--- src/design/tsc_pkg.sv ---
`default_nettype none
package tsc_pkg;

    // ----------------------------------------------------------------
    // Timing
    // ----------------------------------------------------------------
    localparam int unsigned CLK_KHZ      = 20000;
    localparam int unsigned BIAS_MS      = 24;
    localparam int unsigned DEGLITCH_MS  = 10;
    localparam int unsigned PRIO_MON_MS  = 35;
    localparam int unsigned STD_MON_MS   = 235;
    localparam int unsigned BIAS_CYC     = BIAS_MS * CLK_KHZ;
    localparam int unsigned DEGLITCH_CYC = DEGLITCH_MS * CLK_KHZ;
    localparam int unsigned PRIO_MON_CYC = PRIO_MON_MS * CLK_KHZ;
    localparam int unsigned STD_MON_CYC  = STD_MON_MS * CLK_KHZ;
    localparam int unsigned TIMER_W      = 23;
    localparam int unsigned FAST_STABLE  = 2;

    // ----------------------------------------------------------------
    // Register map (byte addresses)
    // ----------------------------------------------------------------
    localparam int unsigned ADDR_W        = 8;
    localparam logic [7:0]  CTRL_ADDR     = 8'h00;
    localparam logic [7:0]  STATUS_ADDR   = 8'h04;
    localparam logic [7:0]  IRQ_STAT_ADDR = 8'h08;
    localparam logic [7:0]  IRQ_MASK_ADDR = 8'h0C;

    // CTRL fields
    localparam int unsigned CTRL_EN_BIT   = 0;
    localparam int unsigned CTRL_PRIO_BIT = 1;
    localparam int unsigned CTRL_CLR_BIT  = 2;
    localparam logic [2:0]  CTRL_RESET    = 3'h0;

    // Event / status bit positions
    localparam int unsigned EVT_N       = 6;
    localparam int unsigned EVT_HOT     = 0;
    localparam int unsigned EVT_COLD    = 1;
    localparam int unsigned EVT_CTRL    = 2;
    localparam int unsigned EVT_FAULT   = 3;
    localparam int unsigned EVT_DONE    = 4;
    localparam int unsigned EVT_OTP     = 5;
    localparam int unsigned ST_BIAS_BIT = 6;
    localparam int unsigned ST_REG_BIT  = 7;
    localparam int unsigned ST_FSM_LSB  = 8;
    localparam logic [5:0]  MASK_RESET  = 6'h00;

    typedef enum logic [1:0] {
        TSC_IDLE    = 2'b00,
        TSC_BIAS    = 2'b01,
        TSC_MONITOR = 2'b11
    } tsc_state_t;

endpackage
`default_nettype wire

--- src/design/tsc_evt_if.sv ---
`timescale 1ns/100ps
`default_nettype none
interface tsc_evt_if import tsc_pkg::*; ();
    logic [EVT_N-1:0] events;
    logic [EVT_N-1:0] mask;
    logic             rd_clr;
    logic [EVT_N-1:0] status;
    logic             irq;

    modport src  (output events, output mask, output rd_clr,
                  input status, input irq);
    modport sink (input events, input mask, input rd_clr,
                  output status, output irq);
endinterface
`default_nettype wire

--- src/design/tsc_monitor.sv ---
`timescale 1ns/100ps
`default_nettype none
module tsc_monitor import tsc_pkg::*; #(
    parameter int unsigned BIAS_CYCLES   = BIAS_CYC,
    parameter int unsigned DEGLITCH_CYCS = DEGLITCH_CYC,
    parameter int unsigned PRIO_CYCLES   = PRIO_MON_CYC,
    parameter int unsigned STD_CYCLES    = STD_MON_CYC
) (
    // Clock and reset
    input  wire logic              clk,
    input  wire logic              rst,
    // APB slave
    input  wire logic              psel,
    input  wire logic              penable,
    input  wire logic              pwrite,
    input  wire logic [ADDR_W-1:0] paddr,
    input  wire logic [31:0]       pwdata,
    output logic [31:0]            prdata,
    output logic                   pready,
    output logic                   pslverr,
    // Analog comparator results
    input  wire logic              cmp_hot,
    input  wire logic              cmp_cold,
    input  wire logic              cmp_pin_grounded,
    input  wire logic              cmp_pin_above_ref,
    input  wire logic              cmp_die_overtemp,
    // Shared sense pin bias driver
    output logic                   sense_bias_window,
    output logic                   divider_bias_pin_o,
    output logic                   divider_bias_pin_oe,
    // Receiver control and indication
    output logic                   regulator_en,
    output logic                   fault_ind,
    output logic                   done_ind,
    output logic                   irq
);
    localparam logic [TIMER_W-1:0] BIAS_LAST = TIMER_W'(BIAS_CYCLES - 1);
    localparam logic [TIMER_W-1:0] PRIO_LAST = TIMER_W'(PRIO_CYCLES - 1);
    localparam logic [TIMER_W-1:0] STD_LAST  = TIMER_W'(STD_CYCLES - 1);

    tsc_state_t         state_reg;
    logic [TIMER_W-1:0] timer_reg;
    logic [TIMER_W-1:0] mon_last;
    logic [2:0]         ctrl_reg;
    logic [EVT_N-1:0]   mask_reg;
    logic               hot_reg;
    logic               cold_reg;
    logic               ctrl_det_reg;
    logic               fault_reg;
    logic               done_reg;
    logic               hot_f;
    logic               cold_f;
    logic               gnd_f;
    logic               above_f;
    logic               otp_f;
    logic               in_bias;
    logic               in_mon;
    logic               bias_end;
    logic               mon_end;
    logic               enable;
    logic               setup;
    logic               access;
    logic               rd_stat;
    logic               clr_shut;
    logic [31:0]        rd_mux;

    tsc_evt_if ev ();

    assign enable   = ctrl_reg[CTRL_EN_BIT];
    assign in_bias  = state_reg == TSC_BIAS;
    assign in_mon   = state_reg == TSC_MONITOR;
    assign bias_end = in_bias && timer_reg == BIAS_LAST;
    // Shorter period chosen mid-window ends it at once, bias on time
    assign mon_end  = in_mon && timer_reg >= mon_last;
    assign setup    = psel && !penable;
    assign access   = psel && penable && pready;
    assign rd_stat  = access && !pwrite && paddr == IRQ_STAT_ADDR;
    assign clr_shut = access && pwrite && paddr == CTRL_ADDR
                      && pwdata[CTRL_CLR_BIT];

    // ----------------------------------------------------------------
    // Input qualification
    // ----------------------------------------------------------------
    // hot and cold deglitched in bias
    tsc_deglitch #(.CNT_W(18), .STABLE(DEGLITCH_CYCS)) u_hot (
        .clk   (clk),
        .rst   (rst),
        .raw   (cmp_hot),
        .run   (in_bias),
        .level (hot_f)
    );
    tsc_deglitch #(.CNT_W(18), .STABLE(DEGLITCH_CYCS)) u_cold (
        .clk   (clk),
        .rst   (rst),
        .raw   (cmp_cold),
        .run   (in_bias),
        .level (cold_f)
    );
    // Grounded pin only meaningful while the divider is biased
    tsc_deglitch #(.CNT_W(18), .STABLE(DEGLITCH_CYCS)) u_gnd (
        .clk   (clk),
        .rst   (rst),
        .raw   (cmp_pin_grounded),
        .run   (in_bias),
        .level (gnd_f)
    );
    tsc_deglitch #(.CNT_W(2), .STABLE(FAST_STABLE)) u_above (
        .clk   (clk),
        .rst   (rst),
        .raw   (cmp_pin_above_ref),
        .run   (in_mon),
        .level (above_f)
    );
    tsc_deglitch #(.CNT_W(2), .STABLE(FAST_STABLE)) u_otp (
        .clk   (clk),
        .rst   (rst),
        .raw   (cmp_die_overtemp),
        .run   (1'b1),
        .level (otp_f)
    );

    // ----------------------------------------------------------------
    // Measurement cycle
    // ----------------------------------------------------------------
    // window length per packet period
    always_comb begin
        mon_last = ctrl_reg[CTRL_PRIO_BIT] ? PRIO_LAST : STD_LAST;
    end

    always_ff @(posedge clk) begin
        if (rst) begin
            state_reg <= TSC_IDLE;
            timer_reg <= '0;
        end else begin
            case (state_reg)
                TSC_IDLE: begin
                    timer_reg <= '0;
                    if (enable) begin
                        state_reg <= TSC_BIAS;
                    end
                end
                TSC_BIAS: begin
                    if (bias_end) begin
                        state_reg <= TSC_MONITOR;
                        timer_reg <= '0;
                    end else begin
                        timer_reg <= timer_reg + 1'b1;
                    end
                end
                TSC_MONITOR: begin
                    // Period change mid-window may overshoot: restart safe
                    if (mon_end || timer_reg > mon_last) begin
                        state_reg <= enable ? TSC_BIAS : TSC_IDLE;
                        timer_reg <= '0;
                    end else begin
                        timer_reg <= timer_reg + 1'b1;
                    end
                end
                default: begin
                    state_reg <= TSC_IDLE;
                    timer_reg <= '0;
                end
            endcase
        end
    end

    always_ff @(posedge clk) begin
        if (rst) begin
            sense_bias_window   <= 1'b0;
            divider_bias_pin_o  <= 1'b0;
            divider_bias_pin_oe <= 1'b0;
        end else begin
            sense_bias_window   <= enable && (state_reg == TSC_IDLE
                                   || (in_bias && !bias_end)
                                   || mon_end);
            divider_bias_pin_o  <= 1'b1;
            divider_bias_pin_oe <= enable && (state_reg == TSC_IDLE
                                   || (in_bias && !bias_end)
                                   || mon_end);
        end
    end

    // ----------------------------------------------------------------
    // Temperature and host control state
    // ----------------------------------------------------------------
    // classify at window end
    always_ff @(posedge clk) begin
        if (rst) begin
            hot_reg  <= 1'b0;
            cold_reg <= 1'b0;
        end else if (bias_end) begin
            hot_reg  <= hot_f;
            cold_reg <= cold_f;
        end
    end

    // host requests latch shutdown
    // Latched so a brief host pulse cannot restart the receiver
    always_ff @(posedge clk) begin
        if (rst) begin
            ctrl_det_reg <= 1'b0;
            fault_reg    <= 1'b0;
            done_reg     <= 1'b0;
        end else begin
            if (in_mon && above_f) begin
                ctrl_det_reg <= 1'b1;
            end else if (bias_end) begin
                ctrl_det_reg <= 1'b0;
            end
            if (bias_end && gnd_f) begin
                fault_reg <= 1'b1;
            end else if (clr_shut) begin
                fault_reg <= 1'b0;
            end
            if (in_mon && above_f) begin
                done_reg <= 1'b1;
            end else if (clr_shut) begin
                done_reg <= 1'b0;
            end
        end
    end

    always_ff @(posedge clk) begin
        if (rst) begin
            regulator_en <= 1'b0;
            fault_ind    <= 1'b0;
            done_ind     <= 1'b0;
        end else begin
            regulator_en <= enable && !otp_f && !fault_reg && !done_reg
                            && !hot_reg && !cold_reg;
            fault_ind    <= fault_reg;
            done_ind     <= done_reg && !fault_reg;
        end
    end

    // ----------------------------------------------------------------
    // Interrupts
    // ----------------------------------------------------------------
    assign ev.events[EVT_HOT]   = bias_end && hot_f && !hot_reg;
    assign ev.events[EVT_COLD]  = bias_end && cold_f && !cold_reg;
    assign ev.events[EVT_CTRL]  = in_mon && above_f && !ctrl_det_reg;
    assign ev.events[EVT_FAULT] = bias_end && gnd_f && !fault_reg;
    assign ev.events[EVT_DONE]  = in_mon && above_f && !done_reg;
    assign ev.events[EVT_OTP]   = otp_f && !regulator_en && enable;
    assign ev.mask              = mask_reg;
    assign ev.rd_clr            = rd_stat;
    assign irq                  = ev.irq;

    tsc_irq u_irq (
        .clk (clk),
        .rst (rst),
        .ev  (ev.sink)
    );

    // ----------------------------------------------------------------
    // APB registers
    // ----------------------------------------------------------------
    always_comb begin
        rd_mux = 32'h0000_0000;
        case (paddr)
            CTRL_ADDR:     rd_mux[2:0] = {1'b0, ctrl_reg[1:0]};
            STATUS_ADDR: begin
                rd_mux[EVT_HOT]     = hot_reg;
                rd_mux[EVT_COLD]    = cold_reg;
                rd_mux[EVT_CTRL]    = ctrl_det_reg;
                rd_mux[EVT_FAULT]   = fault_reg;
                rd_mux[EVT_DONE]    = done_reg;
                rd_mux[EVT_OTP]     = otp_f;
                rd_mux[ST_BIAS_BIT] = sense_bias_window;
                rd_mux[ST_REG_BIT]  = regulator_en;
                rd_mux[ST_FSM_LSB +: 2] = state_reg;
            end
            IRQ_STAT_ADDR: rd_mux[EVT_N-1:0] = ev.status;
            IRQ_MASK_ADDR: rd_mux[EVT_N-1:0] = mask_reg;
            default:       rd_mux = 32'h0000_0000;
        endcase
    end

    // No wait state: answer prepared during setup
    always_ff @(posedge clk) begin
        if (rst) begin
            pready  <= 1'b0;
            pslverr <= 1'b0;
            prdata  <= 32'h0000_0000;
        end else begin
            pready  <= setup;
            pslverr <= setup && paddr != CTRL_ADDR && paddr != STATUS_ADDR
                       && paddr != IRQ_STAT_ADDR && paddr != IRQ_MASK_ADDR;
            prdata  <= (setup && !pwrite) ? rd_mux : 32'h0000_0000;
        end
    end

    always_ff @(posedge clk) begin
        if (rst) begin
            ctrl_reg <= CTRL_RESET;
            mask_reg <= MASK_RESET;
        end else if (access && pwrite) begin
            if (paddr == CTRL_ADDR) begin
                ctrl_reg <= {1'b0, pwdata[CTRL_PRIO_BIT],
                             pwdata[CTRL_EN_BIT]};
            end
            if (paddr == IRQ_MASK_ADDR) begin
                mask_reg <= pwdata[EVT_N-1:0];
            end
        end
    end
endmodule // tsc_monitor
`default_nettype wire

--- src/design/tsc_deglitch.sv ---
`timescale 1ns/100ps
`default_nettype none
module tsc_deglitch import tsc_pkg::*; #(
    parameter int unsigned CNT_W  = 18,
    parameter int unsigned STABLE = DEGLITCH_CYC
) (
    // Clock and reset
    input  wire logic clk,
    input  wire logic rst,
    // Raw level and qualifier
    input  wire logic raw,
    input  wire logic run,
    // Accepted level
    output logic      level
);
    localparam logic [CNT_W-1:0] LAST = CNT_W'(STABLE - 1);

    logic             s1_reg;
    logic             s2_reg;
    logic             s3_reg;
    logic [CNT_W-1:0] cnt_reg;

    always_ff @(posedge clk) begin
        if (rst) begin
            s1_reg <= 1'b0;
            s2_reg <= 1'b0;
            s3_reg <= 1'b0;
        end else begin
            s1_reg <= raw;
            s2_reg <= s1_reg;
            s3_reg <= s2_reg;
        end
    end

    // Level held when not running: last accepted reading survives
    always_ff @(posedge clk) begin
        if (rst) begin
            cnt_reg <= '0;
            level   <= 1'b0;
        end else if (!run || s2_reg != s3_reg || s3_reg == level) begin
            cnt_reg <= '0;
        end else if (cnt_reg == LAST) begin
            cnt_reg <= '0;
            level   <= s3_reg;
        end else begin
            cnt_reg <= cnt_reg + 1'b1;
        end
    end
endmodule // tsc_deglitch
`default_nettype wire

--- src/design/tsc_irq.sv ---
`timescale 1ns/100ps
`default_nettype none
module tsc_irq import tsc_pkg::*; (
    // Clock and reset
    input  wire logic clk,
    input  wire logic rst,
    // Event side
    tsc_evt_if.sink   ev
);
    logic [EVT_N-1:0] status_next;

    // New events win over the read that clears
    always_comb begin
        status_next = ev.rd_clr ? ev.events : (ev.status | ev.events);
    end

    always_ff @(posedge clk) begin
        if (rst) begin
            ev.status <= '0;
            ev.irq    <= 1'b0;
        end else begin
            ev.status <= status_next;
            // Mask bit set blocks its event from the line
            ev.irq    <= |(status_next & ~ev.mask);
        end
    end
endmodule // tsc_irq
`default_nettype wire

--- config.mk ---
export PLATFORM = sky130hd
export DESIGN_NAME = tsc_monitor
export DESIGN_NICKNAME = d
export VERILOG_FILES = /design/src/design/tsc_pkg.sv /design/src/design/tsc_evt_if.sv /design/src/design/tsc_monitor.sv /design/src/design/tsc_deglitch.sv /design/src/design/tsc_irq.sv
export SDC_FILE = /design/constraint.sdc
export NUM_CORES = 1
export LEC_CHECK = 0
export BUFFER_PORTS_ARGS = -buffer_cell sky130_fd_sc_hd__buf_2
export CAP_MARGIN = 10
export CORE_MARGIN = 1
export CORE_UTILIZATION = 57
export DETAILED_ROUTE_END_ITERATION = 8
export PLACE_DENSITY = 0.79
export SYNTH_ARGS = -nofsm -noshare
export SYNTH_HDL_FRONTEND = slang
export SYNTH_SLANG_ARGS = --single-unit
--- constraint.sdc ---
create_clock -name clk -period 3.02 [get_ports clk]
set_input_delay 0.302 -clock clk [delete_from_list [all_inputs] [get_ports clk]]
set_output_delay 0.302 -clock clk [all_outputs]
set_load 0.1 [all_outputs]
==> impl.org <==
** Place
- Total placed instance area :: 6382 µm²
- DP Wirelength :: 8.563 mm
- Weighted congestion at the end of routability-driven global placement :: 0.8873
- Number of buffers inserted by port buffering :: 42

** Synth
- Proportion of register bits with asynchronous set or reset after synthesis :: 0%
- Fraction of the mapped netlist area in adder cells :: 2.652%
- Yosys top cell area share :: 45.70%
- dfxtp_1 is the most common cell in the netlist.
- Number of enable-type register cells in the synthesized netlist :: 0
- Synthesis inferred 140 register bits.
- Post-synthesis compound-gate area fraction :: 7.426%
- Netlist area before placement :: 6133 µm²
- Of the total synthesized cell area, the portion taken by XOR and XNOR cells is 9.710%.
- Warning count from the yosys run :: 0
- Commonest register cell after synthesis :: dfxtp_1
- Leading cell types by total area after synthesis :: dfxtp_1 (46%), nor2_1 (6.0%), xor2_1 (5.0%)
- Summing the areas of all and, or, nand and nor instances in the mapped netlist gives 24.77% of the synthesized area.
- Main combinational cell family by area after synthesis :: simple AND/OR/NAND/NOR gates
- Cell accounting for the most synthesized area :: dfxtp_1
- Syn Area/Cell :: 8.928 µm²
- Synthesis produced 687 cells.
- Share of the yosys chip area belonging to registers :: 45.70%
- Distinct cells, synth :: 57
- Multiplexer share of the synthesized area :: 3.815%
- Commonest cells in the netlist :: dfxtp_1 (140), nor2_1 (98), nand2_1 (42)

** Drt
- Vias :: 4882
- Routed WL :: 12.60 mm
- The detailed router finished its first iteration with 180 violations.
- WL/cell :: 14.25 µm
- First drt pass iteration count :: 4
- The count of nets left with antenna violations once routing finished came out at 0.
- Residual DRC count :: 0
- In the routed layout, each cell is associated on average with a via count of 5.523.

** Layout
- Core occupancy in the finished layout :: 67.94%
- After filler insertion, the fill cell instance count of the layout stands at 813.
- Final Cell Area :: 7046 µm²
- Area of the multi-input gates :: 3049 µm²
- Largest register FFs :: 23
- After the last flow step, the layout net total stands at 800.
- In the final layout, the share of cells above drive strength 1 is 13.10%.
- Area growth from synthesis to final layout :: 14.87%
- Seq. cell area :: 2803 µm²
- Antenna diodes :: 0

** STA
- Final hold violation count :: 0
- Fin crit share :: 79.64%
- Adding up every negative setup slack in the final design gives 0 ns.
- Between clock sinks in the finished design, the worst skew comes to 0.004860 ns.
- Min Clock Period, post-route :: 2.405 ns
- Setup violations, final :: 0
- Final Max Tran Viols :: 0
- Worst slew margin relative to its limit :: 42.22%
- Timing would allow up to 0.4158 GHz.
- RSZ-0062 raised after global routing :: no
- For the pin with the worst max-slew slack, the measured transition is 0.8588 ns.

** Clocking
- In this run, post-CTS repair resized a total of 0 instances.
- Sinks on Clock Net :: 140
- Clock Latency Late Sink :: 0.53 ns
- CTS tree :: done
- Clock transition at the register clock pins on the worst setup and hold paths after CTS :: 0.06 ns
- Maximum clock path buffer count :: 2
- Clock Root Buffer :: clkbuf_8
- Count of H-tree levels built during CTS :: 4
- Buffers inserted during clock tree synthesis total 17.

** Worst setup path
- In this run the worst path has a maximum fanout of 6.
- In this run the critical register-to-register path is captured at timer_reg[22].
- Worst setup endpoint :: timer_reg[22]
- The critical path starts at timer_reg[0].
- The worst setup path is launched from a flop.
- Data arrival time at the worst-slack endpoint :: 2.83 ns
- The worst register-to-register path begins at timer_reg[0].
- STA classifies the critical path endpoint as a flop.
- Reg-to-reg slack, setup :: 0.61 ns
- The critical path is of the reg -> reg type.
- Required arrival time at the worst endpoint :: 3.44 ns
- Depth of the most critical reg-to-reg path :: 6

** Die
- Horiz. Die Dim :: 105.7 µm
- Height of the chip :: 105.7 µm
- For this design the top-level I/O count stands at 91.
- The die covers 11180 µm².
- Once the floorplan was initialized, standard cells occupied 59.15% of the core.
- Standard-cell row count :: 37
- In this run the standard cell core region covers 10370 µm².

** Power
- In this run the static leakage power is 2.533 nW.
- Switching fraction of total power :: 21.50%
- The clock network accounts for 50.9% of the total power.
- The completed layout was analyzed and its total power is 4.174 mW.
- Sequential share of power :: 44.6%
- Logic pwr share :: 4.5%
- Maximum vdd drop :: 0.4626 mV
- The analysis attributes to net switching a power of 0.8976 mW.
- Cell-internal power :: 3.277 mW
- In this run the power density over the cells is 592.4 nW/µm².

** Global route
- Via count of the first global-routing pass :: 4757
- Global routing finished with a remaining overflow of 0.
- Overall fraction of global-route tracks in use :: 24.13%
- Entering global routing, the biggest net connects 34 pins.
- Number of antenna violations at the first check in global routing :: 0
- Global-route wire length before repair :: 21.40 mm

** Status
- The run finished with clean final reports.

** Min path
- The min-delay analysis places its worst path in the category in -> reg.

** Job
- The tool flagged a number of max-cap violations equal to 0.
-- stage by stage --
step                      cells  hold WS [ns]  setup slack [ns]
final                       884       0.01774            0.6148
after global routing        884       0.02361            0.5106
after CTS                   884     0.0007450            0.6228
after detailed placement    848        0.4254            0.6238
after global placement      848        0.4056            0.7100
after floorplan             708        0.3974            0.7829
-- metal layers --
| metal | global-route usage (%) | part of all wire [%] | up-vias |
|---|---|---|---|
| met1 | 28.01 | 43 | 2284 |
| met5 | 0 | 0 | - |
| met2 | 41.60 | 49 | 148 |
| li1 | - | - | 2417 |
| met4 | 11.71 | 2.5 | 0 |
| met3 | 5.751 | 4.8 | 33 |
-- critical path, cell delays in order (launching register included) --
cell,delay (ns)
dfxtp_1,0.40
ha_1,0.23
nand3_1,0.21
or4_1,0.72
nor4_1,0.49
xnor2_1,0.19
a21oi_1,0.05
-- placed cells by master (no fill, tap or decap), types with 6 or more instances in the layout --
cell type and count:
nor4_1 11, or4_1 7, xor2_1 35, a21oi_1 40, conb_1 22, nand2_1 42
xnor2_1 33, and2_1 7, nor2_1 98, or3_1 7, dlygate4sd3_1 6, nand4_1 17
mux2i_1 11, mux2_2 7, clkbuf_16 16, ha_1 13, nand3_1 39, and3_1 8
nor2b_1 19, inv_1 24, buf_4 8, buf_2 42, nor3_1 12, dfxtp_1 140
nor3b_1 7, o21ai_0 11
-- kinds of logic (layout without fill, tap and decap cells) --
kind of cell             after synthesis  count (layout)
adder cells (fa/ha/maj)               13              13
AND/OR/NAND/NOR                      298             298
other                                  1              22
multiplexers                          20              20
AO/OA/AOI/OAI                         77              77
XOR/XNOR                              68              68
flip-flops                           140             140
buffers and inverters                 70             110
-- what timing repair did --
action / in CTS / in global routing
hold buffers: 6 / 0
hold endpoints to repair: 6 / 0
setup buffers: 0 / 0
-- area by class of cell --
class,count,area share [%]
Clock buffer,22,6.571
Clock inverter,8,1.989
Inverter,24,1.279
Multi-Input combinational cell,498,43.28
Sequential cell,140,39.78
Tap cell,136,2.415
Timing Repair Buffer,56,4.688
-- power groups by stage --
stage	Sequential, mW	Combinational [mW]	Clock [mW]
finish	1.86	0.187	2.12
CTS	1.86	0.187	2.15
global route	1.86	0.195	2.23
detailed placement	1.90	0.180	0
global placement	1.90	0.179	0
floorplan	1.91	0.166	0
-- worst min-delay path by stage --
stage                            start                  to  depth (start not counted)
finish                       pwdata[3]          ev.mask[3]                          3
global route                 pwdata[3]          ev.mask[3]                          3
CTS                          pwdata[3]          ev.mask[3]                          3
detailed placement  u_above.cnt_reg[0]  u_above.cnt_reg[0]                          1
global placement    u_above.cnt_reg[0]  u_above.cnt_reg[0]                          1
floorplan           u_above.cnt_reg[0]  u_above.cnt_reg[0]                          1
No activity file was read; power rests on OpenSTA's default activity.
